<file path="src/logic/clk_ctrl_defines.svh">
/*
 Offsets, field positions, fuse encodings and timing counts for the clock
 source and start-up controller. Assumes inclusion by bare name.
*/
`ifndef CLK_CTRL_DEFINES_SVH
`define CLK_CTRL_DEFINES_SVH

// ----------------------------------------------------------------------
// Register byte offsets
// ----------------------------------------------------------------------
`define OFS_PLL_CSR      4'h0
`define OFS_OSC_CAL      4'h4
`define OFS_STATUS       4'h8

// ----------------------------------------------------------------------
// Field positions in the PLL control/status register
// ----------------------------------------------------------------------
`define BIT_PLL_LOCKED   0
`define BIT_PLL_ENABLE   1
`define BIT_PLL_LOW_SPD  2

// ----------------------------------------------------------------------
// Fuse encodings
// ----------------------------------------------------------------------
`define FUSE_SRC_PLL     4'h1
`define FUSE_SRC_RC8M    4'h2
`define FUSE_SRC_RC128K  4'h3
`define FUSE_SRC_LFXTAL  4'h4

// ----------------------------------------------------------------------
// Timing counts in source clock cycles; WDT_ counts in watchdog ticks
// ----------------------------------------------------------------------
`define CYC_14CK         16'h000E
`define CYC_6CK          16'h0006
`define CYC_1K           16'h0400
`define CYC_16K          16'h4000
`define CYC_32K          16'h8000
`define WDT_4MS          16'h0200
`define WDT_64MS         16'h2000
`define PLL_LOCK_CYC     8'h40

`endif

</file>
<file path="src/logic/clk_ctrl_pkg.sv">
/*
 Types for the clock source and start-up controller.
 Assumes nothing of its surroundings.
*/
package clk_ctrl_pkg;

   // Start-up sequencer phases
   typedef enum logic [2:0]
   {
      ST_IDLE,
      ST_OSC_COUNT,
      ST_WDT_COUNT,
      ST_RUN,
      ST_SLEEP
   } startup_e;

   // Selected clock source
   typedef enum logic [2:0]
   {
      SRC_NONE,
      SRC_PLL,
      SRC_RC8M,
      SRC_RC128K,
      SRC_LFXTAL
   } source_e;

endpackage : clk_ctrl_pkg

</file>
<file path="src/logic/clock_source_pll_startup.sv">
/*
 Clock source selection, PLL control and start-up delay sequencing.
 Registers reached over Avalon-MM with waitrequest. Source clocks and the
 watchdog oscillator arrive as one-cycle tick enables synchronous to clk_in.
*/
`timescale 1ns/1ps
`include "clk_ctrl_defines.svh"

module clock_source_pll_startup
   import clk_ctrl_pkg::*;
(
   input  wire logic        clk_in,
   input  wire logic        rst_n_in,
   input  wire logic [3:0]  clock_select_fuses_in,
   input  wire logic [1:0]  startup_time_fuses_in,
   input  wire logic        divide_by_eight_fuse_n_in,
   input  wire logic        reset_pin_disable_fuse_n_in,
   input  wire logic [7:0]  factory_cal_in,
   input  wire logic        power_on_reset_in,
   input  wire logic        deep_sleep_in,
   input  wire logic        wake_in,
   input  wire logic        src_tick_in,
   input  wire logic        wdt_tick_in,
   input  wire logic [3:0]  avs_address_in,
   input  wire logic        avs_read_in,
   input  wire logic        avs_write_in,
   input  wire logic [31:0] avs_writedata_in,
   output logic [31:0]      avs_readdata_out,
   output logic             avs_waitrequest_out,
   output logic             pll_run_out,
   output logic             rc_osc_run_out,
   output logic             pll_half_ref_out,
   output logic [7:0]       osc_calibration_out,
   output logic [2:0]       sys_source_out,
   output logic [1:0]       sys_div_log2_out,
   output logic             fast_timer_clk_ok_out,
   output logic             cpu_run_out,
   output logic             reserved_setting_out
);

   // ------------------------------------------------------------------
   // Source decode
   // ------------------------------------------------------------------
   source_e     src;
   logic        pll_is_sys;
   logic        reserved_sel;

   // Fuses read as programmed-low; decode is combinational on live straps
   always_comb
   begin
      case (clock_select_fuses_in)
         `FUSE_SRC_PLL:    src = SRC_PLL;
         `FUSE_SRC_RC8M:   src = SRC_RC8M;
         `FUSE_SRC_RC128K: src = SRC_RC128K;
         default:
         begin
            // Upper two fuse bits 01 select the watch crystal
            if (clock_select_fuses_in[3:2] == 2'b01)
               src = SRC_LFXTAL;
            else
               src = SRC_NONE;
         end
      endcase
   end

   assign pll_is_sys   = (src == SRC_PLL);
   assign reserved_sel = (startup_time_fuses_in == 2'b11) &&
                         (src != SRC_PLL);

   // ------------------------------------------------------------------
   // Start-up count selection
   // ------------------------------------------------------------------
   logic [15:0] osc_cycles;
   logic [15:0] wdt_cycles;
   logic [15:0] wake_cycles;

   // Cycle counts on the selected source, reset path and wake path
   always_comb
   begin
      osc_cycles  = `CYC_14CK;
      wdt_cycles  = 16'h0000;
      wake_cycles = `CYC_6CK;
      case (src)
         SRC_PLL:
         begin
            // PLL adds oscillator cycles plus a fixed 4 ms
            osc_cycles = startup_time_fuses_in[0] ?
                         16'(`CYC_14CK + `CYC_16K) :
                         16'(`CYC_14CK + `CYC_1K);
            wdt_cycles = `WDT_4MS;
            wake_cycles = osc_cycles;
         end
         SRC_RC8M, SRC_RC128K:
         begin
            case (startup_time_fuses_in)
               2'b00:
                  wdt_cycles = reset_pin_disable_fuse_n_in ?
                               16'h0000 : `WDT_4MS;
               2'b01:   wdt_cycles = `WDT_4MS;
               2'b10:   wdt_cycles = `WDT_64MS;
               default: wdt_cycles = 16'h0000;
            endcase
         end
         SRC_LFXTAL:
         begin
            osc_cycles  = (startup_time_fuses_in == 2'b10) ?
                          `CYC_32K : `CYC_1K;
            wake_cycles = osc_cycles;
            wdt_cycles  = (startup_time_fuses_in == 2'b00) ?
                          `WDT_4MS : `WDT_64MS;
         end
         default: wake_cycles = `CYC_6CK;
      endcase
   end

   // ------------------------------------------------------------------
   // Start-up sequencer
   // ------------------------------------------------------------------
   startup_e    state_ff;
   startup_e    nxt_state;
   logic [15:0] count_ff;
   logic [15:0] nxt_count;
   logic [15:0] wdt_target_ff;
   logic        cold_ff;

   // Oscillator count first, then watchdog-timed delay on cold start
   always_comb
   begin
      nxt_state = state_ff;
      nxt_count = count_ff;
      case (state_ff)
         ST_IDLE:
         begin
            if (!reserved_sel)
            begin
               nxt_state = ST_OSC_COUNT;
               nxt_count = 16'h0000;
            end
         end
         ST_OSC_COUNT:
         begin
            if (src_tick_in)
               nxt_count = 16'(count_ff + 16'h0001);
            // Wake uses the short count except on PLL and crystal, reset the full count
            if ((cold_ff && count_ff >= osc_cycles) ||
                (!cold_ff && count_ff >= wake_cycles))
            begin
               nxt_count = 16'h0000;
               nxt_state = (cold_ff || pll_is_sys) ?
                           ST_WDT_COUNT : ST_RUN;
            end
         end
         ST_WDT_COUNT:
         begin
            if (wdt_tick_in)
               nxt_count = 16'(count_ff + 16'h0001);
            if (count_ff >= wdt_target_ff)
               nxt_state = ST_RUN;
         end
         ST_RUN:
         begin
            if (deep_sleep_in)
               nxt_state = ST_SLEEP;
         end
         ST_SLEEP:
         begin
            if (wake_in)
            begin
               nxt_state = ST_OSC_COUNT;
               nxt_count = 16'h0000;
            end
         end
         default: nxt_state = ST_IDLE;
      endcase
      if (power_on_reset_in)
      begin
         nxt_state = ST_IDLE;
         nxt_count = 16'h0000;
      end
   end

   always_ff @(posedge clk_in)
   begin
      if (!rst_n_in)
      begin
         state_ff <= ST_IDLE;
         count_ff <= 16'h0000;
      end
      else
      begin
         state_ff <= nxt_state;
         count_ff <= nxt_count;
      end
   end

   // Cold flag and delay target latched when a reset start begins
   always_ff @(posedge clk_in)
   begin
      if (!rst_n_in)
      begin
         cold_ff       <= 1'b1;
         wdt_target_ff <= 16'h0000;
      end
      else if (state_ff == ST_IDLE)
      begin
         cold_ff       <= 1'b1;
         wdt_target_ff <= wdt_cycles;
      end
      else if (state_ff == ST_SLEEP)
      begin
         // PLL wake also waits out its 4 or 64 ms share
         cold_ff       <= 1'b0;
         wdt_target_ff <= !pll_is_sys ? 16'h0000 :
                          startup_time_fuses_in[1] ? `WDT_64MS : `WDT_4MS;
      end
   end

   // ------------------------------------------------------------------
   // Software registers
   // ------------------------------------------------------------------
   logic        pll_enable_bit_ff;
   logic        pll_low_speed_bit_ff;
   logic        pll_locked_flag_ff;
   logic [7:0]  osc_calibration_reg_ff;
   logic [7:0]  lock_cnt_ff;
   logic        pll_on;
   logic        wr_csr;
   logic        wr_cal;

   assign wr_csr = avs_write_in && !avs_waitrequest_out &&
                   (avs_address_in == `OFS_PLL_CSR);
   assign wr_cal = avs_write_in && !avs_waitrequest_out &&
                   (avs_address_in == `OFS_OSC_CAL);

   // PLL control bits; low-speed cannot be raised under PLL system clock
   always_ff @(posedge clk_in)
   begin
      if (!rst_n_in)
      begin
         pll_enable_bit_ff    <= 1'b0;
         pll_low_speed_bit_ff <= 1'b0;
      end
      else if (wr_csr)
      begin
         pll_enable_bit_ff <= avs_writedata_in[`BIT_PLL_ENABLE];
         if (!(pll_is_sys && avs_writedata_in[`BIT_PLL_LOW_SPD]))
            pll_low_speed_bit_ff <=
               avs_writedata_in[`BIT_PLL_LOW_SPD];
      end
   end

   // Factory byte loaded while the sequencer sits in ST_IDLE; software may retune
   always_ff @(posedge clk_in)
   begin
      if (!rst_n_in)
         osc_calibration_reg_ff <= 8'h00;
      else if (state_ff == ST_IDLE)
         osc_calibration_reg_ff <= factory_cal_in;
      else if (wr_cal)
         osc_calibration_reg_ff <= avs_writedata_in[7:0];
   end

   // PLL needs its fuse and bit, and halts in the deep sleep modes
   assign pll_on = (clock_select_fuses_in == `FUSE_SRC_PLL) &&
                   pll_enable_bit_ff &&
                   (state_ff != ST_SLEEP) && !deep_sleep_in;

   // Lock timer on reference ticks; any change of reference drops lock
   always_ff @(posedge clk_in)
   begin
      if (!rst_n_in)
      begin
         lock_cnt_ff        <= 8'h00;
         pll_locked_flag_ff <= 1'b0;
      end
      else if (!pll_on || wr_cal ||
               (wr_csr && avs_writedata_in[`BIT_PLL_LOW_SPD] !=
                pll_low_speed_bit_ff && !pll_is_sys))
      begin
         lock_cnt_ff        <= 8'h00;
         pll_locked_flag_ff <= 1'b0;
      end
      else if (lock_cnt_ff >= `PLL_LOCK_CYC)
         pll_locked_flag_ff <= 1'b1;
      else if (src_tick_in)
         lock_cnt_ff <= 8'(lock_cnt_ff + 8'h01);
   end

   // ------------------------------------------------------------------
   // Avalon-MM slave: one wait state on every access
   // ------------------------------------------------------------------
   logic        ack_ff;

   always_ff @(posedge clk_in)
   begin
      if (!rst_n_in)
         ack_ff <= 1'b0;
      else
         ack_ff <= (avs_read_in || avs_write_in) && !ack_ff;
   end

   // Waitrequest low in the cycle after the request appears
   always_ff @(posedge clk_in)
   begin
      if (!rst_n_in)
         avs_waitrequest_out <= 1'b1;
      else
         avs_waitrequest_out <= !((avs_read_in || avs_write_in) && !ack_ff);
   end

   // Read data registered alongside the acknowledge; unmapped reads zero
   always_ff @(posedge clk_in)
   begin
      if (!rst_n_in)
         avs_readdata_out <= 32'h0000_0000;
      else if (avs_read_in && !ack_ff)
      begin
         case (avs_address_in)
            `OFS_PLL_CSR:
               avs_readdata_out <= {29'h0000_0000, pll_low_speed_bit_ff,
                                    pll_enable_bit_ff, pll_locked_flag_ff};
            `OFS_OSC_CAL:
               avs_readdata_out <= {24'h00_0000, osc_calibration_reg_ff};
            `OFS_STATUS:
               avs_readdata_out <= {24'h00_0000, 2'b00, cpu_run_out,
                                    reserved_setting_out, 1'b0,
                                    sys_source_out};
            default:
               avs_readdata_out <= 32'h0000_0000;
         endcase
      end
   end

   // ------------------------------------------------------------------
   // Registered clock-tree controls
   // ------------------------------------------------------------------
   always_ff @(posedge clk_in)
   begin
      if (!rst_n_in)
      begin
         pll_run_out           <= 1'b0;
         rc_osc_run_out        <= 1'b0;
         pll_half_ref_out      <= 1'b0;
         osc_calibration_out   <= 8'h00;
         sys_source_out        <= 3'h0;
         sys_div_log2_out      <= 2'h0;
         fast_timer_clk_ok_out <= 1'b0;
         cpu_run_out           <= 1'b0;
         reserved_setting_out  <= 1'b0;
      end
      else
      begin
         // PLL as system clock also keeps it running
         pll_run_out <= pll_on || (pll_is_sys && state_ff != ST_SLEEP &&
                                   !deep_sleep_in);
         rc_osc_run_out <= (state_ff != ST_SLEEP) && !deep_sleep_in;
         // Halved reference gives 32 MHz from the x8 multiplier
         pll_half_ref_out    <= pll_low_speed_bit_ff;
         osc_calibration_out <= osc_calibration_reg_ff;
         sys_source_out      <= 3'(src);
         // Log2 divide: 2 for PLL/4, 3 for the fuse divide by eight
         if (!divide_by_eight_fuse_n_in)
            sys_div_log2_out <= 2'h3;
         else if (pll_is_sys)
            sys_div_log2_out <= 2'h2;
         else
            sys_div_log2_out <= 2'h0;
         fast_timer_clk_ok_out <= pll_locked_flag_ff;
         cpu_run_out           <= (state_ff == ST_RUN);
         reserved_setting_out  <= reserved_sel;
      end
   end

endmodule : clock_source_pll_startup

</file>
<file path="config.mk">
export PLATFORM = sky130hd
export DESIGN_NAME = clock_source_pll_startup
export DESIGN_NICKNAME = d
export VERILOG_FILES = /design/src/logic/clk_ctrl_pkg.sv /design/src/logic/clock_source_pll_startup.sv
export VERILOG_INCLUDE_DIRS = /design/src /design/src/logic
export SDC_FILE = /design/constraint.sdc
export NUM_CORES = 1
export LEC_CHECK = 0
export ABC_AREA = 1
export BUFFER_PORTS_ARGS = -buffer_cell sky130_fd_sc_hd__clkbuf_2
export CORE_ASPECT_RATIO = 1.4
export CORE_MARGIN = 10
export CORE_UTILIZATION = 45
export CTS_CLUSTER_DIAMETER = 100
export CTS_CLUSTER_SIZE = 40
export DETAILED_ROUTE_END_ITERATION = 16
export PLACE_DENSITY = 0.82
export SLEW_MARGIN = 10
export SYNTH_ARGS = -nofsm -noshare
export SYNTH_HDL_FRONTEND = slang
export SYNTH_SLANG_ARGS = --single-unit
</file>
<file path="constraint.sdc">
create_clock -name clk_in -period 2.47 [get_ports clk_in]
set_input_delay 0.494 -clock clk_in [delete_from_list [all_inputs] [get_ports clk_in]]
set_output_delay 0.494 -clock clk_in [all_outputs]
set_load 0.02 [all_outputs]
</file>
==> insert_results.sql, run 1 <==
INSERT INTO impl_metrics (metric_group, metric, value, unit) VALUES
('finish', 'syn2layout_area_growth', '20.98', '%'),
('yosys', 'postSynth.topFlopCell', 'dfxtp_1', ''),
('yosys', 'synth-seq-cells', '70', ''),
('yosys', 'synth_edf_count', '0', ''),
('yosys', 'synth-compound-area-share', '0.1071', ''),
('detailed_routing', 'route.vias.total', '3652', ''),
('die', 'core_area', '8100', 'µm²'),
('critical_path', 'timing.setup.critical_path_class', 'input pin to flop', ''),
('finish', 'diodes', '0', ''),
('timing', 'finalSetupTns', '0', 'ns'),
('critical_path', 'cp_max_fo', '7', ''),
('flow_run', 'maxCapViolCount', '0', ''),
('timing', 'final.setup_skew', '0.01085', 'ns'),
('finish', 'multiInputGateArea', '1859', 'µm²'),
('finish', 'drive_above_1_share', '0.2175', ''),
('yosys', 'synth_simple_gate_area_frac', '0.3213', ''),
('place', 'buffer_ports.inserted', '64', ''),
('power', 'total_leakage_power', '2.290', 'nW'),
('critical_path', 'cp_launch_point', 'clock_select_fuses_in[2]', ''),
('finish', 'fillCellCount', '730', ''),
('power', 'ir_worst_vdd', '473.1', 'µV'),
('cts', 'cts-htree-levels', '3', ''),
('place', 'place.gp.congestion', '0.8867', ''),
('finish', 'finalNetCount', '697', ''),
('timing', 'post_route_fraction_of_the_period_consumed_by_the_critical_path', '0.9095', ''),
('detailed_routing', 'routed_wire_length_per_instance', '13.48', 'µm'),
('cts', 'worst_setup_hold_path_clk_slew', '0.06', 'ns'),
('detailed_routing', 'postRouteWirelength', '9.869', 'mm'),
('timing', 'grt_setup_unrepaired', 'false', ''),
('hold_path', 'worst_hold_startpoint', 'divide_by_eight_fuse_n_in', ''),
('yosys', 'syn_area_per_cell', '6.833', 'µm²'),
('critical_path', 'critPathRequiredTime', '2.70', 'ns'),
('yosys', 'synthDistinctLibCells', '41', ''),
('timing', 'final_max_slew_viols', '0', ''),
('finish', 'register_area', '1401', 'µm²'),
('run_status', 'outcome', 'finished, final reports clean', ''),
('detailed_routing', 'number_of_remaining_drc_errors', '0', ''),
('finish', 'fin_area', '4481', 'µm²'),
('yosys', 'yosys.area_share.adder', '0.03716', ''),
('die', 'fp.dieH', '127.3', 'µm'),
('die', 'floorplan.initialDensity', '0.4572', ''),
('timing', 'worst-slew-pin-transition', '0.7184', 'ns'),
('timing', 'timing_hold_violations_final', '0', ''),
('yosys', 'total_standard_cell_area_after_synthesis', '3704', 'µm²'),
('yosys', 'syn_inst', '542', ''),
('cts', 'cts.path.max_buffers', '2', ''),
('cts', 'cts_tree', 'done', ''),
('critical_path', 'setup.worst_path.start_class', 'input pin', ''),
('detailed_routing', 'postRouteAntennaNets', '0', ''),
('power', 'power_density', '692.2', 'nW/µm²'),
('critical_path', 'reg_to_reg_critical_path_startpoint', 'count_ff[1]$_SDFFE_PP0P_', ''),
('global_routing', 'gr-total-overflow', '0', ''),
('die', 'pin_count', '113', ''),
('global_routing', 'grt_max_degree', '25', ''),
('timing', 'max_freq', '445.2', 'MHz'),
('finish', 'finalCoreUtilization', '0.5531', ''),
('critical_path', 'timing.critical_path.to_type', 'flop', ''),
('hold_path', 'hold_path_class', 'input pin to flop', ''),
('cts', 'clockRootBuffer', 'clkbuf_16', ''),
('global_routing', 'global_route.usage.total', '0.1579', ''),
('finish', 'leading_cell_type_in_the_layout_fill_and_taps_excluded', 'nand2_1', ''),
('detailed_routing', 'avgViaCountPerCell', '4.989', ''),
('global_routing', 'antenna_found_initial', '0', ''),
('finish', 'layout_common_cells', 'nand2_1, inv_1, dfxtp_1', ''),
('timing', 'hold_ws', '0.3248', 'ns'),
('place', 'placed_cell_area', '4143', 'µm²'),
('detailed_routing', 'dr.pass1.iters', '5', ''),
('yosys', 'synth_top_family_by_area', 'simple AND/OR/NAND/NOR gates', ''),
('power', 'sum_of_internal_switching_and_leakage_power', '3.101', 'mW'),
('yosys', 'yosys_warnings', '0', ''),
('global_routing', 'grt_first_pass_wirelength', '16.31', 'mm');
## registers in the layout, summed over array words and instances (netlist names)
signal	count
cold_ff	1
wdt_target_ff	2
osc_calibration_out	8
reserved_setting_out	1
sys_div_log2_out	2
avs_waitrequest_out	1
count_ff	16
state_ff	3
avs_readdata_out	8
ack_ff	1
rc_osc_run_out	1
cpu_run_out	1
fast_timer_clk_ok_out	1
pll_low_speed_bit_ff	1
lock_cnt_ff	8
sys_source_out	3
pll_locked_flag_ff	1
pll_enable_bit_ff	1
pll_run_out	1
osc_calibration_reg_ff	8
pll_half_ref_out	1
## cell usage after synthesis, drive strengths merged (2+ instances only)
cell type,n,area (µm²)
nand2,135,534.3
clkbuf,4,15.01
inv,87,326.6
o21ai,26,141.4
nor2,74,300.3
dfxtp,70,1401
nand4,11,68.82
o211ai,2,15.01
nor3,13,70.07
a22o,2,17.52
xor2,2,17.52
nand3,27,150.2
a21oi,25,128.9
nand3b,2,15.01
a31oi,9,56.30
buf,29,215.2
ha,11,137.6
o22ai,2,12.51
nor4,3,25.02
## per-stage QoR
| stage | setup WS [ns] | std cells |
|---|---|---|
| floorplan | 0.08875 | 565 |
| global placement | -0.1016 | 716 |
| detailed placement | -0.1467 | 716 |
| CTS | 0.1824 | 732 |
| global route | 0.02140 | 732 |
| finish | 0.2236 | 732 |
## report_power, final
| part | leakage, nW | switching (mW) | internal [mW] |
|---|---|---|---|
| clock | 0.145 | 0.503 | 0.813 |
| sequential | 0.571 | 0.0473 | 1.19 |
| combinational | 1.57 | 0.360 | 0.184 |
| total | 2.29 | 0.910 | 2.19 |
## metal layers
layer / GRT usage / vias to the layer above / wire [µm]
li1: - / 1839 / -
met1: 0.1611 / 1661 / 3815
met2: 0.2835 / 124 / 5071
met3: 0.04854 / 28 / 634
met4: 0.08268 / 0 / 347
met5: 0 / - / 0
## kinds of logic after synthesis
group	count (synthesis)
adders and majority gates	11
xor gates and xnor gates	2
AOI/OAI and AO/OA	69
buffers and inverters	120
DFF	70
other	1
and+or+nand+nor	269
## repair_timing
| item | 4_1_cts | 5_1_grt |
|---|---|---|
| resized for setup | 0 | 7 |
| buffers inserted | 0 | 0 |
| hold buffers | 0 | 0 |
| endpoints found under the setup margin | 0 | 14 |
## final cells by class
| class | instances | area share |
|---|---|---|
| Multi-Input combinational cell | 375 | 0.4150 |
| Sequential cell | 70 | 0.3128 |
| Timing Repair Buffer | 82 | 0.1025 |
| Inverter | 87 | 0.07288 |
| Clock buffer | 10 | 0.05334 |
| Tap cell | 102 | 0.02848 |
| Clock inverter | 6 | 0.01508 |
## critical path, cell delays in order
cell      delay, ns
clkbuf_2       0.13
inv_1          0.06
nor2_2         0.15
inv_1          0.07
o22ai_1        0.15
inv_1          0.08
ha_4           0.28
nand2_1        0.05
nor2_1         0.08
nand2_1        0.07
a21oi_1        0.12
nand2_1        0.11
nand3_2        0.13
buf_4          0.17
nand3_2        0.10
nor3_1         0.16
nor2_1         0.07
## final timing paths
path | endpoint | slack [ns] | cells after the start
max | count_ff[12]$_SDFFE_PP0P_ | 0.22 | 17
min | sys_div_log2_out[0]$_SDFF_PN0_ | 0.32 | 2
max reg2reg | count_ff[12]$_SDFFE_PP0P_ | 0.52 | 14
min reg2reg | osc_calibration_out[3]$_SDFF_PN0_ | 0.44 | 2
Note: power is estimated with default switching activity, not from simulation.
==> inputs of run 2 (changes only) <==
Settings changed: CORE_MARGIN 10 to 4, PLACE_DENSITY 0.82 to 0.79.
Clock period 2.47 ns to 2.34 ns, I/O delays scaled along.
==> insert_results.sql, run 2 (same netlist as run 1, synthesis figures left out) <==
INSERT INTO impl_metrics (metric_group, metric, value, unit) VALUES
('timing', 'final.setup_skew', '0.008033', 'ns'),
('cts', 'source_to_sink_clock_delay_at_the_later_pin_of_the_worst_skew_pair', '0.35', 'ns'),
('finish', 'fillCellCount', '716', ''),
('global_routing', 'grt_max_degree', '25', ''),
('cts', 'cts.path.max_buffers', '2', ''),
('timing', 'hold_ws', '0.2866', 'ns'),
('timing', 'max_freq', '461.3', 'MHz'),
('place', 'post-place-ws', '-0.2291', 'ns'),
('finish', 'syn2layout_area_growth', '21.39', '%'),
('global_routing', 'grt_first_pass_wirelength', '15.28', 'mm'),
('power', 'seqPwrFrac', '0.434', ''),
('global_routing', 'global_route.usage.total', '0.1957', ''),
('place', 'dp_hpwl', '7.248', 'mm'),
('critical_path', 'cp_max_fo', '5', ''),
('timing', 'timing_hold_violations_final', '0', ''),
('cts', 'worst_setup_hold_path_clk_slew', '0.08', 'ns'),
('cts', 'clockRootBuffer', 'clkbuf_8', ''),
('detailed_routing', 'avgViaCountPerCell', '4.941', ''),
('timing', 'final_max_slew_viols', '0', ''),
('timing', 'post_route_fraction_of_the_period_consumed_by_the_critical_path', '0.9263', ''),
('power', 'ir_worst_vdd', '378.1', 'µV'),
('detailed_routing', 'postRouteAntennaNets', '0', ''),
('finish', 'finalNetCount', '707', ''),
('timing', 'fin_ws', '0.1724', 'ns'),
('die', 'die-area', '9766', 'µm²'),
('cts', 'cts-htree-levels', '3', ''),
('power', 'power_density', '669.6', 'nW/µm²'),
('global_routing', 'gr-total-overflow', '0', ''),
('flow_run', 'maxCapViolCount', '0', ''),
('place', 'buffer_ports.inserted', '64', ''),
('finish', 'largest_reg_flops', '16', ''),
('power', 'p_sw_frac', '0.3000', ''),
('detailed_routing', 'postRouteWirelength', '9.578', 'mm'),
('hold_path', 'hold_path_class', 'input pin to flop', ''),
('power', 'power.share.combinational', '0.203', ''),
('run_status', 'outcome', 'finished, final reports clean', ''),
('power', 'clockPowerShare', '0.364', ''),
('die', 'core.rowCount', '38', ''),
('die', 'die_w', '84.67', 'µm'),
('detailed_routing', 'dr.pass1.iters', '5', ''),
('cts', 'cts_tree', 'done', ''),
('power', 'power.switching', '0.9030', 'mW'),
('global_routing', 'antenna_found_initial', '0', ''),
('power', 'intPower', '2.107', 'mW'),
('power', 'total_leakage_power', '2.299', 'nW'),
('finish', 'layout_common_cells', 'nand2_1, inv_1, dfxtp_1', ''),
('die', 'fp.dieH', '115.3', 'µm'),
('place', 'place.gp.congestion', '0.8861', ''),
('die', 'core_area', '7893', 'µm²'),
('die', 'floorplan.initialDensity', '0.4692', ''),
('critical_path', 'timing.critical_path.to_type', 'flop', ''),
('timing', 'finalSetupViolations', '0', ''),
('finish', 'largest_register', 'count_ff', ''),
('critical_path', 'timing.setup.critical_path_class', 'input pin to flop', ''),
('detailed_routing', 'routed_wire_length_per_instance', '12.94', 'µm'),
('detailed_routing', 'number_of_remaining_drc_errors', '0', ''),
('power', 'sum_of_internal_switching_and_leakage_power', '3.010', 'mW'),
('cts', 'clock_sinks', '70', ''),
('detailed_routing', 'number_of_drc_markers_in_iteration_0', '162', ''),
('cts', 'numCtsBuffers', '9', ''),
('critical_path', 'critPathRequiredTime', '2.59', 'ns'),
('detailed_routing', 'route.vias.total', '3656', ''),
('finish', 'drive_above_1_share', '0.2297', ''),
('global_routing', 'first_global_vias', '3505', ''),
('finish', 'leading_cell_type_in_the_layout_fill_and_taps_excluded', 'nand2_1', ''),
('finish', 'finalCoreUtilization', '0.5696', ''),
('die', 'pin_count', '113', ''),
('timing', 'finalSetupTns', '0', 'ns'),
('critical_path', 'critPathArrivalTime', '2.41', 'ns'),
('critical_path', 'setup.worst_path.start_class', 'input pin', ''),
('timing', 'post-route-min-period', '2.168', 'ns'),
('finish', 'diodes', '0', '');
## run 2: cell count changes in the layout (fill, tap and decap cells not counted), moves of 2 or more
cell / delta
buf_4: +10
clkbuf_16: -9
clkbuf_8: +9
inv_6: -2
nand3_2: -2
## run 2: what timing repair did
action / in CTS / in global routing
endpoints found under the setup margin: 0 / 18
gates resized for setup: 0 / 9
setup buffers: 0 / 2
hold buffers: 0 / 0
## run 2: layer usage
metal | wire length (µm) | track usage | vias up
met4 | 226 | 0.08659 | 0
li1 | - | - | 1852
met3 | 663 | 0.05018 | 19
met5 | 0 | 0 | -
met2 | 5080 | 0.3732 | 122
met1 | 3608 | 0.1982 | 1663
## run 2: power by group through the flow
stage               clock, mW  sequential [mW]  combinational, mW
finish                   1.09             1.31              0.610
global route             1.17             1.31              0.678
CTS                      1.12             1.30              0.583
detailed placement          0             1.33              0.578
global placement            0             1.33              0.566
floorplan                   0             1.35              0.389
## run 2: final cells by class
| class | count | area [µm²] | area share |
|---|---|---|---|
| Multi-Input combinational cell | 376 | 1896 | 0.4217 |
| Sequential cell | 70 | 1401 | 0.3117 |
| Timing Repair Buffer | 91 | 523.0 | 0.1163 |
| Inverter | 87 | 326.6 | 0.07264 |
| Clock buffer | 11 | 141.4 | 0.03145 |
| Tap cell | 100 | 125.1 | 0.02783 |
| Clock inverter | 5 | 82.58 | 0.01837 |
## run 2: critical path, stage by stage
cell      delay [ns]
clkbuf_2        0.13
inv_1           0.06
nor2_2          0.12
inv_1           0.08
o22ai_2         0.15
inv_1           0.09
ha_4            0.27
nand2_1         0.05
nor2_1          0.08
nand2_1         0.07
a21oi_1         0.12
nand2_1         0.12
nand2_2         0.12
nand2_4         0.05
nand2_2         0.10
nand2_4         0.08
buf_4           0.15
nand2_1         0.06
nor2_1          0.03
## run 2: final timing paths
path	cells past startpoint	to	slack [ns]	from
max	19	count_ff[3]$_SDFFE_PP0P_	0.17	clock_select_fuses_in[2]
min	2	sys_div_log2_out[0]$_SDFF_PN0_	0.29	divide_by_eight_fuse_n_in
max reg2reg	8	osc_calibration_reg_ff[0]$_SDFFE_PN0P_	0.36	state_ff[1]$_SDFFE_PP0P_
min reg2reg	2	fast_timer_clk_ok_out$_SDFF_PN0_	0.43	pll_locked_flag_ff$_SDFFE_PP0P_
## run 2: stage by stage
step	instance area [µm²]	instances
floorplan	3800	565
global placement	4203	721
detailed placement	4203	721
CTS	4427	737
global route	4496	740
finish	4496	740
